**src/dbgci_pkg.sv**
```systemverilog
package dbgci_pkg;

   // ----------------------------------------
   // Command codes
   // ----------------------------------------
   localparam logic [7:0]  CMD_RD_RUNTIME = 8'h03;
   localparam logic [7:0]  CMD_WR_CTL     = 8'h04;
   localparam logic [7:0]  CMD_RD_CTL     = 8'h05;
   localparam logic [7:0]  CMD_WR_PC      = 8'h06;
   localparam logic [7:0]  CMD_RD_PC      = 8'h07;
   localparam logic [7:0]  CMD_WR_REG     = 8'h08;

   // ----------------------------------------
   // Fields, reset values and counts
   // ----------------------------------------
   localparam int          CTL_MODE_BIT   = 7;
   localparam logic [7:0]  CTL_RESET      = 8'h00;
   localparam logic [15:0] PC_BLOCKED     = 16'hFFFF;
   localparam logic [11:0] FLASH_CTL_LO   = 12'hFF8;
   localparam logic [11:0] FLASH_CTL_HI   = 12'hFFF;
   localparam int          FIFO_DEPTH     = 8;
   localparam int          BYTE_W         = 8;
   localparam logic [1:0]  TX_TWO         = 2'h2;
   localparam logic [1:0]  TX_ONE         = 2'h1;

   // ----------------------------------------
   // Carriers
   // ----------------------------------------
   typedef struct packed {
      logic        valid;
      logic [11:0] addr;
      logic [7:0]  data;
   } dbgci_regwr_t;

   typedef struct packed {
      logic        valid;
      logic [15:0] value;
   } dbgci_pcwr_t;

   typedef struct packed {
      logic       valid;
      logic [7:0] data;
   } dbgci_byte_t;

   typedef enum logic [8:0] {
      ST_IDLE = 9'h001,
      ST_CTLW = 9'h002,
      ST_PCHI = 9'h004,
      ST_PCLO = 9'h008,
      ST_ADHI = 9'h010,
      ST_ADLO = 9'h020,
      ST_SIZE = 9'h040,
      ST_DATA = 9'h080,
      ST_SEND = 9'h100
   } dbgci_state_t;

endpackage : dbgci_pkg

```
**src/dbgci_core.sv**
```systemverilog
`timescale 1ns/100ps

// ----------------------------------------
// Byte FIFO between the pin receiver and the parser
// ----------------------------------------
module dbgci_fifo
   import dbgci_pkg::*;
#(
   parameter int WIDTH = BYTE_W,
   parameter int DEPTH = FIFO_DEPTH
) (
   input  wire logic             clk,
   input  wire logic             resetn,
   input  wire logic             inValid,
   input  wire logic [WIDTH-1:0] inData,
   output      logic             inReady,
   output      logic             outValid,
   output      logic [WIDTH-1:0] outData,
   input  wire logic             outReady
);
   localparam int AW = $clog2(DEPTH);

   typedef struct packed {
      logic [DEPTH-1:0][WIDTH-1:0] mem;
      logic [AW-1:0]               wp;
      logic [AW-1:0]               rp;
      logic [AW:0]                 cnt;
      logic                        ready;
   } dbgci_fifo_state_t;

   dbgci_fifo_state_t s_r;
   dbgci_fifo_state_t s_nxt;
   logic              push;
   logic              pop;

   // ----------------------------------------
   // Helpers
   // ----------------------------------------
   // Wrap by compare, so a depth that is not a power of two still works
   function automatic logic [AW-1:0] nextPtr(input logic [AW-1:0] p);
      nextPtr = (p == AW'(DEPTH - 1)) ? '0 : p + 1'b1;
   endfunction : nextPtr

   // Ready is registered so the source sees a flop, at the cost of one
   // cycle of slack when the last slot frees up
   always_comb begin
      s_nxt = s_r;
      push  = inValid && s_r.ready;
      pop   = outValid && outReady;
      if (push) begin
         s_nxt.mem[s_r.wp] = inData;
         s_nxt.wp          = nextPtr(s_r.wp);
      end
      if (pop) begin
         s_nxt.rp = nextPtr(s_r.rp);
      end
      s_nxt.cnt   = s_r.cnt + (AW + 1)'(push) - (AW + 1)'(pop);
      s_nxt.ready = (s_nxt.cnt != (AW + 1)'(DEPTH));
   end

   always_ff @(posedge clk or negedge resetn) begin
      if (!resetn) begin
         // Empty after reset, so the receiver may push at once
         s_r       <= '0;
         s_r.ready <= 1'b1;
      end else begin
         s_r <= s_nxt;
      end
   end

   assign inReady  = s_r.ready;
   assign outValid = (s_r.cnt != '0);
   assign outData  = s_r.mem[s_r.rp];

endmodule : dbgci_fifo

// ----------------------------------------
// Command interpreter
// ----------------------------------------
module dbgci_core
   import dbgci_pkg::*;
#(
   parameter logic [11:0] FLASH_LO = FLASH_CTL_LO,
   parameter logic [11:0] FLASH_HI = FLASH_CTL_HI,
   parameter int          DEPTH    = FIFO_DEPTH
) (
   input  wire logic         clk,
   input  wire logic         resetn,
   input  wire dbgci_byte_t  rxByte,
   output      logic         rxReady,
   output      dbgci_byte_t  txByte,
   input  wire logic         txReady,
   input  wire logic         readProtect,
   input  wire logic [15:0]  pcValue,
   input  wire logic [15:0]  runTimeCount,
   output      dbgci_pcwr_t  pcWrite,
   output      dbgci_regwr_t regWrite,
   output      logic [7:0]   debugCtl
);

   typedef struct packed {
      dbgci_state_t state;
      logic [7:0]   ctl;
      logic [7:0]   hold;
      logic [11:0]  addr;
      logic [8:0]   left;
      logic [15:0]  txBuf;
      logic [1:0]   txLeft;
      dbgci_byte_t  tx;
      dbgci_pcwr_t  pcw;
      dbgci_regwr_t rw;
   } dbgci_core_state_t;

   dbgci_core_state_t s_r;
   dbgci_core_state_t s_nxt;
   logic              popValid;
   logic [7:0]        popData;
   logic              popReady;
   logic              debugMode;

   // ----------------------------------------
   // Helpers
   // ----------------------------------------
   function automatic logic inFlashCtl(input logic [11:0] a);
      inFlashCtl = (a >= FLASH_LO) && (a <= FLASH_HI);
   endfunction : inFlashCtl

   // Same gate for PC writes and reads, kept in one place
   function automatic logic pcOpen(input logic mode, input logic prot);
      pcOpen = mode && !prot;
   endfunction : pcOpen

   // ----------------------------------------
   // Receive buffer
   // ----------------------------------------
   dbgci_fifo #(
      .WIDTH (BYTE_W),
      .DEPTH (DEPTH)
   ) u_fifo (
      .clk      (clk),
      .resetn   (resetn),
      .inValid  (rxByte.valid),
      .inData   (rxByte.data),
      .inReady  (rxReady),
      .outValid (popValid),
      .outData  (popData),
      .outReady (popReady)
   );

   assign debugMode = s_r.ctl[CTL_MODE_BIT];
   // Parser stalls while a reply is pending, so a slow host backs up the FIFO
   assign popReady  = (s_r.state != ST_SEND);

   // ----------------------------------------
   // Next state
   // ----------------------------------------
   always_comb begin
      s_nxt           = s_r;
      s_nxt.pcw.valid = 1'b0;
      s_nxt.rw.valid  = 1'b0;
      if (s_r.tx.valid && txReady) begin
         s_nxt.tx.valid = 1'b0;
      end
      unique case (s_r.state)
         ST_IDLE: begin
            if (popValid) begin
               unique case (popData)
                  CMD_WR_CTL: s_nxt.state = ST_CTLW;
                  CMD_WR_PC:  s_nxt.state = ST_PCHI;
                  CMD_WR_REG: s_nxt.state = ST_ADHI;
                  CMD_RD_CTL: begin
                     s_nxt.txBuf  = {s_r.ctl, 8'h00};
                     s_nxt.txLeft = TX_ONE;
                     s_nxt.state  = ST_SEND;
                  end
                  CMD_RD_PC: begin
                     // Real PC only when it may be seen
                     s_nxt.txBuf  = pcOpen(debugMode, readProtect) ? pcValue
                                                                   : PC_BLOCKED;
                     s_nxt.txLeft = TX_TWO;
                     s_nxt.state  = ST_SEND;
                  end
                  CMD_RD_RUNTIME: begin
                     s_nxt.txBuf  = runTimeCount;
                     s_nxt.txLeft = TX_TWO;
                     s_nxt.state  = ST_SEND;
                  end
                  // Unknown codes are dropped and take no operands
                  default: s_nxt.state = ST_IDLE;
               endcase
            end
         end
         // ----------------------------------------
         // Operand bytes
         // ----------------------------------------
         ST_CTLW: begin
            if (popValid) begin
               s_nxt.ctl = popData;
               // While readProtect is high the mode bit is sticky: a write can set it but not clear it
               if (readProtect) begin
                  s_nxt.ctl[CTL_MODE_BIT] = s_r.ctl[CTL_MODE_BIT] | popData[CTL_MODE_BIT];
               end
               s_nxt.state = ST_IDLE;
            end
         end
         ST_PCHI: begin
            if (popValid) begin
               s_nxt.hold  = popData;
               s_nxt.state = ST_PCLO;
            end
         end
         ST_PCLO: begin
            if (popValid) begin
               s_nxt.pcw.value = {s_r.hold, popData};
               s_nxt.pcw.valid = pcOpen(debugMode, readProtect);
               s_nxt.state     = ST_IDLE;
            end
         end
         ST_ADHI: begin
            if (popValid) begin
               // Upper nibble of this byte is zero by protocol and is ignored
               s_nxt.addr[11:8] = popData[3:0];
               s_nxt.state      = ST_ADLO;
            end
         end
         ST_ADLO: begin
            if (popValid) begin
               s_nxt.addr[7:0] = popData;
               s_nxt.state     = ST_SIZE;
            end
         end
         ST_SIZE: begin
            if (popValid) begin
               // Nine-bit count, so a zero size runs a full 256 bytes
               s_nxt.left  = {(popData == 8'h00), popData};
               s_nxt.state = ST_DATA;
            end
         end
         ST_DATA: begin
            if (popValid) begin
               s_nxt.rw.addr  = s_r.addr;
               s_nxt.rw.data  = popData;
               // Dropped bytes still count down, so the framing stays in step
               s_nxt.rw.valid = debugMode && (!readProtect || inFlashCtl(s_r.addr));
               // Address wraps inside the 12-bit register space
               s_nxt.addr     = s_r.addr + 12'h001;
               s_nxt.left     = s_r.left - 9'h001;
               if (s_r.left == 9'h001) begin
                  s_nxt.state = ST_IDLE;
               end
            end
         end
         // ----------------------------------------
         // Reply bytes
         // ----------------------------------------
         ST_SEND: begin
            if (!s_r.tx.valid || txReady) begin
               s_nxt.tx.valid = 1'b1;
               s_nxt.tx.data  = s_r.txBuf[15:8];
               s_nxt.txBuf    = {s_r.txBuf[7:0], 8'h00};
               s_nxt.txLeft   = s_r.txLeft - 2'h1;
               if (s_r.txLeft == TX_ONE) begin
                  s_nxt.state = ST_IDLE;
               end
            end
         end
      endcase
   end

   // ----------------------------------------
   // State register
   // ----------------------------------------
   always_ff @(posedge clk or negedge resetn) begin
      if (!resetn) begin
         s_r       <= '0;
         s_r.state <= ST_IDLE;
         // Debug mode is off after any reset, protected or not
         s_r.ctl   <= CTL_RESET;
      end else begin
         s_r <= s_nxt;
      end
   end

   // ----------------------------------------
   // Outputs
   // ----------------------------------------
   assign txByte   = s_r.tx;
   assign pcWrite  = s_r.pcw;
   assign regWrite = s_r.rw;
   assign debugCtl = s_r.ctl;

endmodule : dbgci_core

```
**config.mk**
```make
export PLATFORM = sky130hd
export DESIGN_NAME = dbgci_core
export DESIGN_NICKNAME = d
export VERILOG_FILES = /design/src/dbgci_pkg.sv /design/src/dbgci_core.sv
export SDC_FILE = /design/constraint.sdc
export NUM_CORES = 1
export LEC_CHECK = 0
export BUFFER_PORTS_ARGS = -buffer_cell sky130_fd_sc_hd__buf_2
export CORE_ASPECT_RATIO = 0.5
export CORE_UTILIZATION = 45
export CTS_CLUSTER_SIZE = 24
export DETAILED_ROUTE_END_ITERATION = 8
export GPL_TIMING_DRIVEN = 0
export PLACE_DENSITY = 0.69
export SLEW_MARGIN = 0
export SYNTH_ARGS = -nofsm -noshare
export SYNTH_HDL_FRONTEND = slang
export SYNTH_SLANG_ARGS = --single-unit
```
**constraint.sdc**
```tcl
create_clock -name clk -period 3.95 [get_ports clk]
set_clock_uncertainty 0.1 [all_clocks]
set_input_delay 0.5925 -clock clk [delete_from_list [all_inputs] [get_ports clk]]
set_output_delay 0.5925 -clock clk [all_outputs]
set_load 0.02 [all_outputs]
```
=== After elaboration in Yosys (flattened, before gate mapping) ===
Cells that the tools add are included.

* Bits in writable memories: 0
* Latch bits: 0
* Output and inout bits: 56
* Flip-flop bits (word level): 186
* Memories: 0
* Input bits: 45
* Logic and storage cells: 140
* ROM bits: 0

* Order comparisons: 5
* Div/mod/pow operators: 0
* Bitwise gates (word level): 1
* Equality and inequality tests: 33
* Multiplexer cells: 39
* Reduce and logical (&&, ||, !) cells: 28
* Add/subtract/negate cells: 7
* Shift operators: 0
* $mul: 0

{| class="wikitable"
|+ Operator list
! kind !! count
|-
| 9-bit two-way mux || 12
|-
| 9-bit case mux with 9 select lines || 1
|-
| 64-bit bitwise mux || 1
|-
| 21-bit two-way mux || 3
|-
| 18-bit case mux with 3 select lines || 1
|-
| 17-bit two-way mux || 3
|-
| 18-bit case mux with 2 select lines || 1
|-
| 9-bit case mux with 4 select lines || 1
|-
| 8-bit by 3-bit equality test with 1-bit output (second input constant) || 4
|-
| 27-bit two-way mux || 1
|-
| 8-bit binary-select mux with 3-bit select || 1
|-
| 8-bit demux with 3-bit select || 1
|-
| 8-bit two-way mux || 3
|-
| 9-bit by 1-bit equality test with 1-bit output (second input constant) || 2
|-
| 18-bit two-way mux || 1
|-
| 9-bit case mux with 2 select lines || 1
|-
| 16-bit two-way mux || 1
|-
| 2-bit by 1-bit != test with 1-bit output (second input constant) || 8
|-
| 8-bit case mux with 2 select lines || 1
|-
| 12-bit by 1-bit adder with 12-bit output (second input constant) || 1
|-
| 12-bit >= comparator (second input constant) || 1
|-
| 12-bit less-or-equal comparator (second input constant) || 1
|-
| 11-bit AND reduction || 1
|-
| 2-bit AND reduction || 5
|-
| other kinds (37) || 57
|}

=== Depth between registers and ports, before layout ===
* Depth in word-level cells: 7
* Mapped depth: 12
* Depth with buffers taken out: 11

=== Cells and area by module ===
Synthesis repeated with hierarchy kept, for this count alone.

* Cells, all modules: 789
* Area total of the unflattened synthesis: 9596.7 um^2

{| class="wikitable"
|+ Modules (own cells, without submodules)
! module !! seq. area each (um^2) !! area an instance (um^2) !! cells an instance !! instances
|-
| dbgci_core || 2778.9 || 6029.5 || 568 || 1
|-
| dbgci_fifo || 1878.1 || 3567.2 || 221 || 1
|}

=== Worst setup path before layout ===
OpenSTA, ideal clock, no wires.

* Path kind: reg-to-reg
* Start: register s_r[105] (netlist name)
* End: register u_fifo.s_r, in the netlist u_fifo.inReady
* Arrival time: 3.320 ns
* Clock period less this slack: 3.520 ns
* Library setup time: 0.100 ns
* Cell stages (with the launch flop): 12
* Path buffers: 1
* Path slack: 0.430 ns
* Data required time: 3.750 ns
* Path through: dfrtp_1 -> buf_4 -> or4_1 -> nor3b_1 -> nor2_1 -> ha_1 -> inv_1 -> ha_1 -> inv_1 -> fa_1 -> inv_1 -> or4b_2

{| class="wikitable"
|+ RTL lines
! what !! RTL line !! text
|-
| from (decl) || dbgci_core.sv:114 || <nowiki>dbgci_core_state_t s_r;</nowiki>
|-
| from (signal assigned) || dbgci_core.sv:280 || <nowiki>s_r <= s_nxt;</nowiki>
|-
| to (signal assigned) || dbgci_core.sv:67 || <nowiki>s_r <= s_nxt;</nowiki>
|-
| to (decl) || dbgci_core.sv:31 || <nowiki>dbgci_fifo_state_t s_r;</nowiki>
|}

==> flow_summary.toml <==
[placed_design]
gp_congestion = 0.886
hpwl_microns = 15000
placed_cells = 1191
io_buffers = 100

[clock_tree]
path_clk_slew_ps = 70
htree_num_levels = 4
cts_resized = 2
cts_sinks = 186
cts_tree = "built"
ctsRootBufferMaster = "clkbuf_16"
postCtsHoldBufs = 0
postCtsSetupBuffers = 0
numCtsBuffers = 17
clock_latency_ps = 440
clockBufferDepth = 2

[detailed_routing]
routed_wl_microns = 21600
antenna_left = 0
drc = 9
dr.pass1.iters = 7
vias = 6657
vias_per_cell = 5.44
wl_per_cell_microns = 17.7
drt_iter0_markers = 451

[critical_path]
slowest_delay_ps = 680
path_class = "reg -> reg"
path_max_fanout = 10
cp-start-kind = "register"
cp_common_cell = "inv_1"
worstPathRequired_ps = 4200
endpoint_kind = "register"
reg2reg_from = "s_r[103]"
r2r_end = "u_fifo.inReady"
slowest_stage = "or4b_2"
path_cells = "clkbuf_1 -> or4_1 -> nor3b_2 -> nor2_1 -> ha_1 -> inv_1 -> ha_1 -> inv_1 -> fa_1 -> inv_1 -> or4b_2"
rrSetupSlack_ps = 120
crit_cells = 11
ff2ff_path_depth = 11
path_delay_family = "simple AND/OR/NAND/NOR gates"
critPathBufInv = 4
cp_data_arrival_time_ps = 4080

[logic_synthesis]
synthFlopType = "dfrtp_1"
synth_area_per_cell_sq_um = 11.4
synth_edf_count = 0
synth_top_area_cell = "dfrtp_1"
netlist_area_sq_um = 9430
synth.ff_latch_count = 186
synthArstFlopShare_pct = 100
ys_types = 68
ys.warnings.count = 0
synth_top_area_share_pct = 48.9
syn-num-nets = 884
synthTopCellsByArea = "dfrtp_1 (49%), mux2_2 (14%), buf_4 (4.5%)"
syn_inst = 824
synth-seq-area-share_pct = 49.4

[sta]
hold_ws_ps = 3.50
worstMarginPinSlew_ps = 991
fmaxAchievable_mhz = 261
slew_violations = 0
setup_viol = 0
min_period_ps = 3830
max_slew_margin_pct = 32.0
hold_viol_final = 0
rsz0062_at_grt = "false"
period_share_pct = 97.0

[pwr]
totalPowerFinal_mw = 7.90
power.density_nw_per_um2 = 724
peakVddDrop_v = 0.000390
power_frac_comb_pct = 43.1
power.share.clock_pct = 21.6
leakagePower_nw = 5.20
pwr-share-seq_pct = 35.3
swShare_pct = 39.3
p_int_mw = 4.80
power.switching_mw = 3.10

[layout]
area_growth_pct = 15.8
antennaDiodeCount = 0
fin_nets = 1004
final_core_util_pct = 54.6
final_cells = 1223
drive_above_1_share_pct = 36.6

[floorplanning]
dieArea_sq_um = 21600
die_h_microns = 104
start_util_pct = 47.1
num_rows = 36
io_pins = 101
core_region_area_sq_um = 20000
fp.dieW_microns = 207

[global_route]
grt_pass1_vias = 6747
grt_pass1_wl_microns = 35100
track_usage_pct = 21.0
overflow = 0
antenna_found_initial = 1
grt_start_max_net_pins = 116

[run_status]
violations = "DRC"
status = "complete, but fails checks"

[worst_hold_path]
min_path_type = "in -> async"

[job]
drv_cap = 0
[cells by family (layout without fill, tap and decap cells)]
group | after synthesis | in the layout | synth area share, %
fa+ha+maj | 15 | 15 | 2.07
simple gates | 211 | 211 | 11.0
compound gates | 151 | 151 | 9.92
buf+inv | 110 | 243 | 7.39
xor+xnor | 5 | 5 | 0.465
flops | 186 | 186 | 49.4
mux | 146 | 146 | 19.7
[worst max-delay path by stage]
| stage | to | slack [ps] | start |
|---|---|---|---|
| after floorplan | u_fifo.inReady | 430 | s_r[105] |
| after global placement | txByte[0] | -770 | resetn |
| after detailed placement | u_fifo.inReady | -70 | s_r[105] |
| after CTS | s_r[47] | 110 | u_fifo.s_r[5] |
| after global routing | u_fifo.inReady | 7 | s_r[103] |
| final | u_fifo.inReady | 120 | s_r[103] |
[layer usage]
layer  wire [microns]  global-route usage, %
met1            10200                   29.5
met2             9870                   32.1
met3             1270                   5.08
met4              293                   5.99
met5               13                      0
[placed cells by master (no fill, tap or decap), types with 5 or more instances in the layout]
cell       Yosys  final
a211oi_1       8      8
a21boi_0       9      9
a21oi_1       36     36
a31oi_1       15     15
buf_2          3    102
buf_4         56     56
clkbuf_1      24     24
clkbuf_16      0     17
dfrtp_1      184    184
ha_1          14     14
inv_1         17     17
inv_8          0      7
mux2_2       114    114
mux2i_1       14     12
mux4_1        12     12
nand2_1       71     71
nand2b_1       7      7
nand3_1       13     13
nor2_1        51     51
nor3_1        17     14
nor4_1         5      5
o21ai_0       53     53
or2_2         10     10
[worst register-to-register path, stage by stage, from the launching register on]
cell	delay (ps)
dfrtp_1	380
clkbuf_1	230
or4_1	540
nor3b_2	410
nor2_1	210
ha_1	360
inv_1	60
ha_1	170
inv_1	60
fa_1	490
inv_1	50
or4b_2	680
[cell type report]
type / instances / area [sq um]
clock buffer: 17 / 425
timing repair buffer: 101 / 538
fill: 1700 / 9080
clock inverter: 15 / 169
multi-input combinational: 528 / 4100
tap: 266 / 333
sequential: 186 / 4660
inverter: 17 / 63.8
buffer: 93 / 633
[Yosys cell counts (3+ instances only)]
master / count
a211oi_1: 8
a21boi_0: 9
a21o_1: 4
a21oi_1: 36
a22o_1: 4
a31oi_1: 15
a41oi_1: 3
and3_1: 4
buf_2: 3
buf_4: 56
buf_6: 4
clkbuf_1: 24
dfrtp_1: 184
ha_1: 14
inv_1: 17
mux2_2: 114
mux2i_1: 14
mux4_1: 12
mux4_2: 4
nand2_1: 71
nand2b_1: 7
nand3_1: 13
nor2_1: 51
nor2b_1: 3
nor3_1: 17
nor3b_1: 3
nor4_1: 5
o21ai_0: 53
o22a_1: 3
or2_2: 10
or3_1: 4
or4_1: 3
xor2_1: 3
[state kept, by name (all words and copies together), names as in the netlist]
| signal | cells |
|---|---|
| u_fifo.inReady | 1 |
| u_fifo.s_r | 74 |
| pcWrite | 17 |
| txByte | 9 |
| debugCtl | 8 |
| s_r | 56 |
| regWrite | 21 |
[power groups by stage]
stage / clock network [mW] / logic (mW) / registers (mW)
2_1_floorplan: 0 / 2.42 / 2.70
3_3_place_gp: 0 / 3.26 / 2.78
3_5_place_dp: 0 / 3.37 / 2.82
4_1_cts: 1.73 / 3.39 / 2.78
5_1_grt: 1.82 / 3.69 / 2.86
6_report: 1.71 / 3.40 / 2.79
[metrics by stage]
| step | setup slack, ps | setup TNS [ps] | instance area, sq um |
|---|---|---|---|
| 2_1_floorplan | 430 | 0 | 9430 |
| 3_3_place_gp | -769 | -138960 | 10300 |
| 3_5_place_dp | -72.7 | -81.4 | 10300 |
| 4_1_cts | 114 | 0 | 10900 |
| 5_1_grt | 7.46 | 0 | 10900 |
| 6_report | 119 | 0 | 10900 |
No activity file was read; power rests on OpenSTA's default activity.
